$ cat config.mk
export PLATFORM = sky130hd
export DESIGN_NAME = fbt_unit
export DESIGN_NICKNAME = d
export VERILOG_FILES = /design/src/logic/fbt_pkg.sv /design/src/logic/fbt_unit.sv
export VERILOG_INCLUDE_DIRS = /design/src /design/src/logic
export SDC_FILE = /design/constraint.sdc
export NUM_CORES = 1
export LEC_CHECK = 0
export BUFFER_PORTS_ARGS = -buffer_cell sky130_fd_sc_hd__buf_2
export CAP_MARGIN = 15
export CORE_ASPECT_RATIO = 1.2
export CORE_UTILIZATION = 30
export DETAILED_ROUTE_END_ITERATION = 7
export GPL_TIMING_DRIVEN = 1
export SLEW_MARGIN = 10
export SYNTH_ARGS = -nofsm -noshare
export SYNTH_HDL_FRONTEND = slang
export SYNTH_SLANG_ARGS = --single-unit
$ cat constraint.sdc
create_clock -name clk_in -period 2.9 [get_ports clk_in]
set_input_delay 0.145 -clock clk_in [delete_from_list [all_inputs] [get_ports clk_in]]
set_output_delay 0.145 -clock clk_in [all_outputs]
set_load 0.03 [all_outputs]
$ cat src/logic/fbt_defs.svh
// constants for the flag branch and trap unit
`ifndef FBT_DEFS_SVH
`define FBT_DEFS_SVH
// register offsets on the register port
`define FBT_OFS_FLAG 8'h00
`define FBT_OFS_TIMER 8'h08
`define FBT_OFS_STATUS 8'h10
// flag register field positions (bit n of the word is flag bit n)
`define FBT_FIELD_W 16
`define FBT_PROD_LSB 0
`define FBT_MASK_LSB 16
`define FBT_DATA_LSB 32
`define FBT_FREE_LSB 48
`define FBT_TIMER_BIT 36
`define FBT_FAULT_BIT 38
`define FBT_OVF_BIT 39
`define FBT_SUMMARY_BIT 51
`define FBT_ENABLE_BIT 52
// branch address width and register-file entries
`define FBT_BADDR_W 48
`define FBT_RF_RET 3'h1
`define FBT_RF_TGT 3'h2
`define FBT_RF_JOB 3'h3
`define FBT_RF_MON 3'h4
// reset values
`define FBT_MASK_RST 16'h0000
`define FBT_DATA_RST 16'h0000
`define FBT_FREE_RST 16'h0000
// instruction counts bounding the branch
`define FBT_MAX_DELAY 35
`define FBT_STORE_BOUND 2
`endif

$ cat src/logic/fbt_pkg.sv
// types shared by the flag branch and trap unit
package fbt_pkg;
    typedef enum logic [1:0] {FBT_RUN, FBT_SAVE, FBT_JUMP, FBT_TRAP} fbt_state_t;
    typedef logic [7:0] fbt_addr_t;
    typedef logic [63:0] fbt_word_t;
    typedef logic [47:0] fbt_baddr_t;
endpackage

$ cat src/logic/fbt_unit.sv
// flag-driven automatic branch and illegal-instruction trap unit
//////////////////////////////////////////////////////////////////////////////
// Contract
// - product bit set when mask and flag set
// - bit 51 is live OR of product
// - bits 51 and 52 start flag branch
// - branch waits for instruction termination
// - next instruction address into entry 01
// - fetch redirected to entry 02 address
// - taking branch clears enable bit 52; a flag write setting bit 52 in the same cycle keeps it set
// - upper 16 bits of entry 01 cleared
// - no branch while bit 52 clear
// - interval timer sets bit 36 anytime
// - branch may lag up to 35 instructions
// - flag copy holds all earlier activity
// - store-related branches within two instructions
// - flag writes may pass pipeline instructions
// - flag-write branch within two instructions
// - entries 1,2,4 may race branches
// - job-mode illegal opcode exchanges to entry 3
// - monitor-mode illegal opcode branches to entry 4
// - decimal fault bit 38, overflow bit 39
//////////////////////////////////////////////////////////////////////////////
`include "fbt_defs.svh"

module fbt_unit #(
    parameter int TIMER_W = 32
) (
    input wire logic clk_in,
    input wire logic rst_in,
    input wire fbt_pkg::fbt_addr_t reg_addr_in,
    input wire fbt_pkg::fbt_word_t reg_wdata_in,
    input wire logic reg_wr_in,
    input wire logic reg_rd_in,
    output fbt_pkg::fbt_word_t reg_rdata_out,
    input wire logic instr_done_in,
    input wire fbt_pkg::fbt_baddr_t instr_next_addr_in,
    input wire logic flag_set_valid_in,
    input wire logic [15:0] flag_set_in,
    input wire logic dec_fault_in,
    input wire logic dec_overflow_in,
    input wire logic flag_store_in,
    input wire logic illegal_op_in,
    input wire logic monitor_mode_in,
    input wire fbt_pkg::fbt_baddr_t rf_entry2_in,
    input wire fbt_pkg::fbt_baddr_t rf_entry3_in,
    input wire fbt_pkg::fbt_baddr_t rf_entry4_in,
    output logic rf_wr_out,
    output logic [2:0] rf_wr_idx_out,
    output fbt_pkg::fbt_word_t rf_wr_data_out,
    output logic redirect_out,
    output fbt_pkg::fbt_baddr_t redirect_addr_out,
    output logic exchange_out,
    output logic hold_out,
    output logic flag_copy_valid_out,
    output fbt_pkg::fbt_word_t flag_copy_out
);
    import fbt_pkg::*;

    //////////////////////////////////////////////////////////////////////////
    // elaboration check
    generate
        if (TIMER_W < 2 || TIMER_W > 64) begin : g_bad_timer
            $error("fbt_unit: TIMER_W must lie in 2..64");
        end
    endgenerate

    //////////////////////////////////////////////////////////////////////////
    // flag word image: product and summary are always derived
    function automatic fbt_word_t fbt_image(input logic [15:0] m, input logic [15:0] d, input logic [15:0] f);
        fbt_word_t w;
        w = {f, d, m, m & d};
        w[`FBT_SUMMARY_BIT] = |(m & d);
        return w;
    endfunction

    //////////////////////////////////////////////////////////////////////////
    // state
    logic [15:0] mask_q;
    logic [15:0] data_q;
    logic [15:0] free_q;
    logic [TIMER_W-1:0] timer_q;
    logic timer_run;
    fbt_state_t state;
    logic trap_job;
    logic [1:0] store_age;
    logic [5:0] cond_age;

    logic [15:0] product;
    logic summary;
    logic enable;
    logic wr_flag;
    logic wr_timer;
    logic timer_fire;
    logic take_branch;
    logic take_trap;
    logic [15:0] hw_set;
    logic [15:0] next_mask;
    logic [15:0] next_data;
    logic [15:0] next_free;
    fbt_word_t cur_image;

    //////////////////////////////////////////////////////////////////////////
    // live product field and summary, no instruction boundary involved
    always_comb begin
        product = mask_q & data_q;
        summary = |product;
        enable = free_q[`FBT_ENABLE_BIT - `FBT_FREE_LSB];
        cur_image = fbt_image(mask_q, data_q, free_q);
    end

    // register port decode
    assign wr_flag = reg_wr_in && (reg_addr_in == `FBT_OFS_FLAG);
    assign wr_timer = reg_wr_in && (reg_addr_in == `FBT_OFS_TIMER);

    // timer expiry is independent of the instruction stream
    assign timer_fire = timer_run && (timer_q == {{(TIMER_W-1){1'b0}}, 1'b1});

    // branch starts only at instruction termination, with enable set
    assign take_trap = (state == FBT_RUN) && illegal_op_in;
    assign take_branch = (state == FBT_RUN) && instr_done_in && summary && enable
        && !illegal_op_in;   // a flag write is seen at the very next termination

    // pipeline must stall while a redirect sequence runs
    assign hold_out = (state != FBT_RUN);

    //////////////////////////////////////////////////////////////////////////
    // hardware flag sources, merged into the data flag field
    always_comb begin
        hw_set = 16'h0000;
        if (flag_set_valid_in) begin
            hw_set = flag_set_in;
        end
        if (timer_fire) begin
            hw_set[`FBT_TIMER_BIT - `FBT_DATA_LSB] = 1'b1;
        end
        if (dec_fault_in) begin
            hw_set[`FBT_FAULT_BIT - `FBT_DATA_LSB] = 1'b1;
        end
        if (dec_overflow_in) begin
            hw_set[`FBT_OVF_BIT - `FBT_DATA_LSB] = 1'b1;
        end
    end

    // next field values: hardware sets win over a software clear
    always_comb begin
        next_mask = mask_q;
        next_data = data_q | hw_set;
        next_free = free_q;
        if (wr_flag) begin
            // flag writes act at once, ahead of pending pipeline work
            next_mask = reg_wdata_in[`FBT_MASK_LSB +: `FBT_FIELD_W];
            next_data = reg_wdata_in[`FBT_DATA_LSB +: `FBT_FIELD_W] | hw_set;
            next_free = reg_wdata_in[`FBT_FREE_LSB +: `FBT_FIELD_W];
        end
        if (take_branch && !(wr_flag && reg_wdata_in[`FBT_ENABLE_BIT])) begin
            next_free[`FBT_ENABLE_BIT - `FBT_FREE_LSB] = 1'b0;
        end
        // summary slot is derived, never stored
        next_free[`FBT_SUMMARY_BIT - `FBT_FREE_LSB] = 1'b0;
    end

    //////////////////////////////////////////////////////////////////////////
    // flag register fields
    always_ff @(posedge clk_in) begin
        if (rst_in) begin
            mask_q <= `FBT_MASK_RST;
            data_q <= `FBT_DATA_RST;
            free_q <= `FBT_FREE_RST;
        end else begin
            mask_q <= next_mask;
            data_q <= next_data;
            free_q <= next_free;
        end
    end

    // job interval timer, counts down every clock from a nonzero load until it fires
    always_ff @(posedge clk_in) begin
        if (rst_in) begin
            timer_q <= '0;
            timer_run <= 1'b0;
        end else if (wr_timer) begin
            timer_q <= reg_wdata_in[TIMER_W-1:0];
            timer_run <= (reg_wdata_in[TIMER_W-1:0] != '0);
        end else if (timer_run) begin
            timer_q <= timer_q - 1'b1;
            timer_run <= !timer_fire;
        end
    end

    //////////////////////////////////////////////////////////////////////////
    // redirect sequencer
    always_ff @(posedge clk_in) begin
        if (rst_in) begin
            state <= FBT_RUN;
            trap_job <= 1'b0;
        end else begin
            case (state)
                FBT_RUN: begin
                    if (take_trap) begin
                        state <= FBT_TRAP;
                        trap_job <= !monitor_mode_in;
                    end else if (take_branch) begin
                        state <= FBT_SAVE;
                    end
                end
                FBT_SAVE: begin
                    state <= FBT_JUMP;
                end
                FBT_JUMP: begin
                    state <= FBT_RUN;
                end
                FBT_TRAP: begin
                    state <= FBT_RUN;
                end
                default: begin
                    state <= FBT_RUN;
                end
            endcase
        end
    end

    // register-file write of the return word
    always_ff @(posedge clk_in) begin
        if (rst_in) begin
            rf_wr_out <= 1'b0;
            rf_wr_idx_out <= 3'h0;
            rf_wr_data_out <= '0;
        end else begin
            rf_wr_out <= take_branch;
            if (take_branch) begin
                rf_wr_idx_out <= `FBT_RF_RET;
                rf_wr_data_out <= {16'h0000, instr_next_addr_in};
            end
        end
    end

    // fetch redirect; entries 2..4 are read late so a racing write may or may not land
    always_ff @(posedge clk_in) begin
        if (rst_in) begin
            redirect_out <= 1'b0;
            redirect_addr_out <= '0;
            exchange_out <= 1'b0;
        end else begin
            redirect_out <= take_trap || (state == FBT_SAVE);
            exchange_out <= take_trap && !monitor_mode_in;
            if (state == FBT_SAVE) begin
                redirect_addr_out <= rf_entry2_in;
            end else if (take_trap && !monitor_mode_in) begin
                redirect_addr_out <= rf_entry3_in;
            end else if (take_trap) begin
                redirect_addr_out <= rf_entry4_in;
            end
        end
    end

    //////////////////////////////////////////////////////////////////////////
    // flag copy carries every update of the same cycle
    always_ff @(posedge clk_in) begin
        if (rst_in) begin
            flag_copy_valid_out <= 1'b0;
            flag_copy_out <= '0;
        end else begin
            flag_copy_valid_out <= flag_store_in;
            if (flag_store_in) begin
                flag_copy_out <= fbt_image(next_mask, next_data, next_free);
            end
        end
    end

    // instructions since a flag store while a branch is pending
    always_ff @(posedge clk_in) begin
        if (rst_in) begin
            store_age <= 2'h0;
        end else if (flag_store_in) begin
            store_age <= 2'h0;
        end else if (instr_done_in && summary && enable && !take_branch && store_age != 2'h3) begin
            store_age <= store_age + 2'h1;
        end
    end

    // instructions a pending condition has waited, saturating
    always_ff @(posedge clk_in) begin
        if (rst_in) begin
            cond_age <= 6'h00;
        end else if (!(summary && enable) || take_branch) begin
            cond_age <= 6'h00;
        end else if (instr_done_in && cond_age != 6'h3f) begin
            cond_age <= cond_age + 6'h01;
        end
    end

    //////////////////////////////////////////////////////////////////////////
    // read port, data stand one cycle only, unmapped reads zero
    always_ff @(posedge clk_in) begin
        if (rst_in) begin
            reg_rdata_out <= '0;
        end else if (reg_rd_in) begin
            case (reg_addr_in)
                `FBT_OFS_FLAG: reg_rdata_out <= cur_image;
                `FBT_OFS_TIMER: reg_rdata_out <= 64'(timer_q);
                `FBT_OFS_STATUS: reg_rdata_out <= {46'h0, cond_age, store_age, 4'h0,
                                                   trap_job, timer_run, enable, summary, state};
                default: reg_rdata_out <= '0;
            endcase
        end else begin
            reg_rdata_out <= '0;
        end
    end
endmodule // fbt_unit

# After elaboration in Yosys (flattened, before gate mapping)
# Index checks and enable logic that the tools add are counted.
# Widths: inputs -> output; s select.
# totals
output_inout_bits	248
inputBits	291
regBits	321
word_cells	93
# classes
eq_ne	9
muxes	19
reduce_logical	38
add_sub_neg	3
bitwise	5
# op_table
op	count
$pmux 64 s3	1
$mux 48	3
$mux 16	4
$mux 32	2
$and 16x16->16	2
$eq 32x1->1 const B	1
$or 16x16->16	2
$reduce_bool 32->1	1
$reduce_or 16->1	2
$sub 32x1->32 const B	1
$logic_and 1x1->1	17
$eq 8x4->1 const B	1
$eq 8x5->1 const B	1
$logic_not 8->1	1
$reduce_or 2->1	4
$add 6x1->6 const B	1
$logic_not 1->1	6
$mux 1	6
$ne 6x6->1 const B	1
$pmux 2 s3	1
$eq 2x2->1 const B	2
$mux 2	2
$reduce_bool 2->1	2
$ne 3x3->1 const B	1
8 further kinds	9

# Longest topological paths before layout
# Gate-level depths: netlist of the first run.
# logic_depth
word_depth	8
depth_mapped	9
mapped_depth_nobuf	8

# Least setup slack after synthesis of the first run
# OpenSTA, ideal clock, no wires.
# synth_path
path_type	in2reg
startpoint	input reg_addr_in[5]
endpoint	register flag_copy_out[51]
t_required_ns	2.783
setup_ns	0.117
arrival_time_ns	2.205
cell_stages	7
n_path_buf	1
setup_slack_ns	0.578
cell_sequence	or4_1 buf_2 nor3_4 mux2_2 a2111oi_2 nand3_1 a32o_1
# synth_via
elab_chain_len	5
elab_cells_between_ends	6
classes_between	2 x mux; 1 x bitwise; 3 x reduce/logical
# synth_lines
item	line	source
start: declaration	fbt_unit.sv:31	input wire fbt_pkg::fbt_addr_t reg_addr_in,
$logic_not 8->1 (*)	-	
$logic_and 1x1->1 (*)	fbt_unit.sv:113	assign wr_flag = reg_wr_in && (reg_addr_in == `FBT_OFS_FLAG);
$mux 16	fbt_unit.sv:150	if (wr_flag) begin
$and 16x16->16 (*)	fbt_unit.sv:73	w[`FBT_SUMMARY_BIT] = |(m & d);
$reduce_or 16->1 (*)	fbt_unit.sv:73	
end signal: assignment	fbt_unit.sv:266	flag_copy_out <= fbt_image(next_mask, next_data, next_free);
end: declaration	fbt_unit.sv:56	output fbt_pkg::fbt_word_t flag_copy_out
# Every way passes the cells marked *; elsewhere a longest branch is shown, timed or not.
# A chain may end at the register's enable or synchronous reset.

# Worst setup path in the final report of the first run
# layout_path
startpoint	input reg_addr_in[5]
endpoint	register data_q[10]
# layout_via
elab_chain_len	3
# layout_lines
item	line	source
$logic_not 8->1	-	
$logic_and 1x1->1	fbt_unit.sv:113	
$mux 16	fbt_unit.sv:150	
end signal: assignment	fbt_unit.sv:168	data_q <= `FBT_DATA_RST;
end signal: assignment	fbt_unit.sv:172	data_q <= next_data;
end: declaration	fbt_unit.sv:80	logic [15:0] data_q;
# No other way between the ends.

==> results of run 1 <==
## power groups by stage
stage,combinational (mW),clock [mW],sequential (mW)
2_1_floorplan,0.496,0,4.94
3_3_place_gp,1.23,0,4.73
3_5_place_dp,1.24,0,4.73
4_1_cts,1.50,4.71,4.64
5_1_grt,1.60,4.87,4.65
6_report,1.50,4.60,4.64
## layer usage
metal  track usage [%]  vias up  wire (um)
met4              12.3        0       2810
met1              24.7     6491      20200
met3              4.17      119       3480
met2              40.2      617      26800
met5                 0        -          0
li1                  -     6617          -
## cell usage after synthesis, types with 2 or more instances
cell	n
xnor2_1	21
nor3_2	3
o31ai_1	9
nor3_1	16
clkbuf_1	97
o211ai_1	7
xor2_1	12
nor4_1	13
buf_4	21
buf_2	8
mux2i_1	95
nand4_1	18
nor4b_1	2
a32oi_1	7
a31oi_1	4
a41oi_1	2
a21oi_1	74
a221oi_1	5
o211a_1	10
nor4_4	2
o31a_1	2
a22o_1	4
ha_1	4
o21ai_0	14
or4_1	5
inv_1	9
dfxtp_1	320
nand3_1	27
or3_1	5
and2_1	44
a311oi_1	11
nand3b_1	2
a222oi_1	2
buf_1	6
a21o_1	14
a211oi_1	161
and3_1	6
nand2_1	139
nor2_1	164
a22oi_1	32
nor4_2	3
nor2b_1	50
## flip-flops by register name, summed over array words and instances, names as in the netlist
register	count
data_q	16
rf_wr_data_out	48
redirect_addr_out	48
free_q	15
mask_q	16
timer_q	32
state	2
rf_wr_idx_out	1
trap_job	1
rf_wr_out	1
store_age	2
cond_age	6
flag_copy_out	64
flag_copy_valid_out	1
reg_rdata_out	64
exchange_out	1
redirect_out	1
timer_run	1
## area by class of cell
type / instances / area, um^2 / area share (%)
antenna: 2 / 5.00 / 0.0253
timing repair buffer: 771 / 5050 / 25.5
clock inverter: 11 / 145 / 0.733
tap: 559 / 699 / 3.53
sequential: 320 / 6410 / 32.3
inverter: 10 / 37.5 / 0.189
multi-input combinational: 1019 / 6430 / 32.5
clock buffer: 50 / 1030 / 5.22
## metrics by stage
step / util (%) / hold WS, ps / instances
finish: 45.1 / 23.1 / 2742
global route: 45.1 / 33.0 / 2741
floorplan: - / 281 / 1482
detailed placement: 37.8 / 391 / 2477
CTS: 45.1 / 2.02 / 2740
global placement: 37.8 / 387 / 2477
## critical path, delay by kind of cell
| kind | cells | cell delay, ps |
|---|---|---|
| AND/OR/NAND/NOR | 2 | 860 |
| buffers and inverters | 4 | 1420 |
| AO/OA/AOI/OAI | 1 | 90 |
| multiplexers | 1 | 310 |
## timing repair
item,4_1_cts,5_1_grt
endpoints found under the hold margin,181,0
hold buffers,202,0
gates resized for setup,0,0
## logic make-up (layout without fill, tap and decap cells)
group / count (synthesis) / after routing / share of synthesized area [%]
buffers and inverters: 143 / 842 / 4.74
AO/OA/AOI/OAI: 363 / 363 / 19.3
AND/OR/NAND/NOR: 505 / 505 / 18.3
multiplexers: 96 / 96 / 7.20
adder cells (fa/ha/maj): 4 / 4 / 0.374
other: 1 / 20 / 0.0281
XOR/XNOR: 33 / 33 / 2.16
flip-flops: 320 / 320 / 47.9
## worst paths after layout
path	from	to	slack (ps)	cells past startpoint
setup / recovery	reg_addr_in[5]	data_q[10]	450	8
setup reg to reg	state[1]	redirect_addr_out[15]	510	6
hold reg to reg	rf_wr_data_out[9]	rf_wr_data_out[9]	450	2
hold / removal	rf_entry4_in[38]	redirect_addr_out[38]	20	3
==> qor.txt, run 1 <==
status: finished, final reports clean
share of the synthesized area in the top cell type: 47.9%
syn_area_per_cell: 9.12 um^2
# Max-Cap Violations: 0
Max H-tree Level: 2
switching share of power: 26.1%
post-route ant nets: 0
Max stage delay on crit path: 600 ps
io pins: 539
Fin. Hold Viols: 0
ranking of synthesized cells by area: dfxtp_1 48%, a211oi_1 9.0%, mux2i_1 7.1%, nor2_1 4.6%, nand2_1 3.9%
clock sinks: 320
Setup CP Type: input pin to register
period utilization: 84.6%
vias in the first global route: 13.5k
via count: 13.8k
post-route cell area: 19,800 um^2
Slew Limit Fails: 0
slowest CP cell: or4_1
Die Ht: 233 um
CTS root buf: clkbuf_16
YS warnings: 0
gp weighted congestion: 0.926
Data required, critical path: 3320 ps
Num CTS Buffers: 35
TNS Setup: 0 ps
Pre-antenna DRT Iters: 6
Tmin final: 2450 ps
CTS tree: done
Die Width: 195 um
initial antenna violation count: 2
Clock Latency Late Sink: 540 ps
maximum clock rate: 408 MHz
EDFF count, synth: 0
Primary FF master, synth: dfxtp_1
logic gate share of total power: 14.0%
largest net degree at the start of global routing: 140
Worst VDD drop: 0.430 mV
total core area: 43,900 um^2
Overall Power: 10.7 mW
Synth-to-Final Area Change: 48.2%
worst hold path class: input pin to register
Crit. End Element: register
Clk network pwr share: 42.8%
DPL Wire Length: 38,800 um
RSZ-0062 raised after global routing: no
Post-Syn Area: 13,400 um^2
sequential power share: 43.2%
worst clock skew: 21.7 ps
WL/cell: 19.4 um
share of cells above drive strength 1: 29.5%
vias per cell: 5.05
Yosys top cell by area: dfxtp_1
Slew HR: 44.7%
post-placement cell area: 16,600 um^2
number of DRC markers in iteration 0: 877
nets@finish: 2,452
#FFs+latches synth: 320
critical path arrival: 2870 ps
library cells used by synthesis: 57
crit-path max FO: 32
commonest non-fill, non-tap cell in the layout: buf_2
Mapped Cells: 1,465
Pleak: 8.49 nW
CP Launch Type: input pin
worst-margin pin slew: 830 ps
Clk pin slew, worst setup/hold paths: 60 ps
number of cell rows: 84
PortBufs: 519
FILL cells: 4,228
final setup violation count: 0
die area: 45,400 um^2
Post-CTS Setup Repair Bufs: 0
Longest Clk Path Bufs: 3
Total GRT Usage: 22.3%
Power Dens Cells: 542 nW/um^2
Post-route DRC: 0
Int Power: 7.94 mW
final wirelength: 53,300 um
setup ws final: 447 ps
DP Worst Slack: 338 ps
Initial Util: 30.4%
most frequent cells in the layout: 517 x buf_2, 320 x dfxtp_1, 202 x dlygate4sd3_1
P_sw: 2.81 mW
first-pass GRT wire length: 78,100 um
Seq/Total Area, Yosys: 47.9%
worst-path cell chain: buf_2 > or4_1 > nor3_4 > buf_12 > buf_4 > mux2i_1 > a21oi_1 > dlygate4sd3_1
grt ovf: 0
Post-synth ARST share: 0%
No activity file was read; power rests on OpenSTA's default activity.
==> run 2, diff against run 1 <==
Clock period 2.9 ns to 2 ns, I/O delays scaled along.
==> run 2 against run 1 <==
  * The run now ends with negative setup slack left
  * First-iteration DRC count rose by 0.68%
  * Sequential share of layout area fell by 2.8 points
  * Final area rose by 9.5%
  * Critical path type is now register to register
  * Highest routed layer unchanged
==> qor.txt, run 2 (synthesis gave the netlist of run 1 again) <==
final setup violation count: 20
status: finished, violations left
maximum clock rate: 446 MHz
critical path arrival: 2700 ps
switching share of power: 26.5%
most frequent cells in the layout: 517 x buf_2, 314 x dfxtp_1, 214 x dlygate4sd3_1
Int Power: 11.9 mW
io pins: 539
Pre-antenna DRT Iters: 6
largest net degree at the start of global routing: 127
worst clock skew: 25.9 ps
Top Metal Used: met4
post-placement cell area: 17,400 um^2
Pleak: 9.20 nW
cell family with the largest share of critical-path delay: simple AND/OR/NAND/NOR gates
Clk pin slew, worst setup/hold paths: 60 ps
worst-path cell chain: or4_4 > nor4_4 > buf_4 > buf_4 > nand3_4 > or3_1 > xor2_1 > a211oi_1
Slew HR: 41.2%
initial antenna violation count: 0
Max H-tree Level: 2
first-pass GRT wire length: 82,600 um
post-route ant nets: 0
DPL Wire Length: 39,100 um
worst path bufs/invs: 2
sequential power share: 41.6%
area of the multi-input gates: 7000 um^2
CP Launch Type: register
CTS tree: done
gp weighted congestion: 0.941
post-layout util: 49.4%
post-route cell area: 21,700 um^2
WL met1: 22,000 um
vias in the first global route: 14.5k
Crit. End Element: register
Detail Route met3 WL: 3380 um
clock sinks: 320
share of cells above drive strength 1: 37.3%
Synth-to-Final Area Change: 62.3%
P_sw: 4.29 mW
Tmin final: 2240 ps
Die Ht: 233 um
number of cell rows: 84
Num CTS Buffers: 36
Cells after DPL: 2,553
CTS root buf: clkbuf_16
vias per cell: 5.12
period utilization: 112%
commonest non-fill, non-tap cell in the layout: buf_2
Fin. Hold Viols: 0
DP Worst Slack: -339 ps
Longest Clk Path Bufs: 3
Worst VDD drop: 0.467 mV
PortBufs: 519
worst-margin pin slew: 881 ps
WL/cell: 20.3 um
die area: 45,400 um^2
total core area: 43,900 um^2
failing checks: negative setup slack
Non-Filler Instances: 2,857
Max stage delay on crit path: 560 ps
Clock Latency Late Sink: 550 ps
Clk network pwr share: 44.2%
Overall Power: 16.2 mW
RSZ-0062 raised after global routing: yes
slowest CP cell: or4_4
setup ws final: -243 ps
grt ovf: 0
number of DRC markers in iteration 0: 883
Post-route DRC: 0
via count: 14.6k
nets@finish: 2,566
Slew Limit Fails: 0
Power Dens Cells: 745 nW/um^2
Setup CP Type: register to register
FILL cells: 3,987
Ant. Diodes: 0
worst hold path class: input pin to register
Die Width: 195 um
CP most frequent cell: buf_4
Register Area: 6410 um^2
Total GRT Usage: 23.3%
logic gate share of total power: 14.2%
Largest regs: flag_copy_out x64, reg_rdata_out x64
crit-path max FO: 4
# Max-Cap Violations: 0
Data required, critical path: 2460 ps
final wirelength: 58,100 um
DR WL met2: 29,300 um
Initial Util: 30.4%
[run 2: cell types whose count changed in the layout (fill, tap and decap cells not counted), sizes merged]
cell and delta:
bufinv +2, dlygate4sd3 +12, inv +2, diode -2, nand3 +1, clkbuf +5, clkinvlp +2, buf +93
[run 2: routing by layer]
metal,track usage (%),up-vias
met5,0,-
met4,12.9,0
met3,3.98,168
met2,42.4,709
met1,25.8,6895
li1,-,6847
[run 2: path summary, 6_finish.rpt]
| check | start | endpoint | slack (ps) | cells past startpoint |
|---|---|---|---|---|
| hold / removal | reg_wdata_in[40] | data_q[8] | 30 | 4 |
| setup / recovery | timer_q[8] | timer_q[23] | -240 | 8 |
| hold reg to reg | free_q[8] | reg_rdata_out[56] | 450 | 1 |
| setup reg to reg | timer_q[8] | timer_q[23] | -240 | 8 |
[run 2: worst reg2reg max path, stage by stage, from the launching register on]
cell,delay [ps]
dfxtp_2,320
or4_4,560
nor4_4,220
buf_4,200
buf_4,120
nand3_4,70
or3_1,360
xor2_1,150
a211oi_1,180
[run 2: per-stage QoR]
| step | setup TNS (ps) | hold slack, ps |
|---|---|---|
| after detailed placement | -10000 | 345 |
| after global routing | -4940 | 48.5 |
| after global placement | -8520 | 341 |
| after CTS | -1540 | 4.11 |
| final | -2100 | 28.7 |
| after floorplan | -210 | 236 |
[run 2: repair_timing]
item,CTS,global route
hold buffers,214,0
gates cloned,2,9
setup endpoints to repair,73,78
resized for setup,24,129
hold endpoints to repair,184,0
pin swaps,16,85
setup buffers,8,7
[run 2: area by class of cell]
| type | instances | area share (%) |
|---|---|---|
| timing repair buffer | 883 | 28.9 |
| sequential | 320 | 29.6 |
| multi-input combinational | 1020 | 32.2 |
| clock inverter | 17 | 1.15 |
| inverter | 10 | 0.173 |
| tap | 559 | 3.22 |
| clock buffer | 48 | 4.73 |
[run 2: power groups by stage]
stage / clock network, mW / registers [mW] / logic, mW
after floorplan: 0 / 7.16 / 0.721
after global placement: 0 / 6.86 / 1.86
after detailed placement: 0 / 6.85 / 1.88
after CTS: 7.28 / 6.72 / 2.22
after global routing: 7.55 / 6.74 / 2.42
final: 7.14 / 6.73 / 2.29
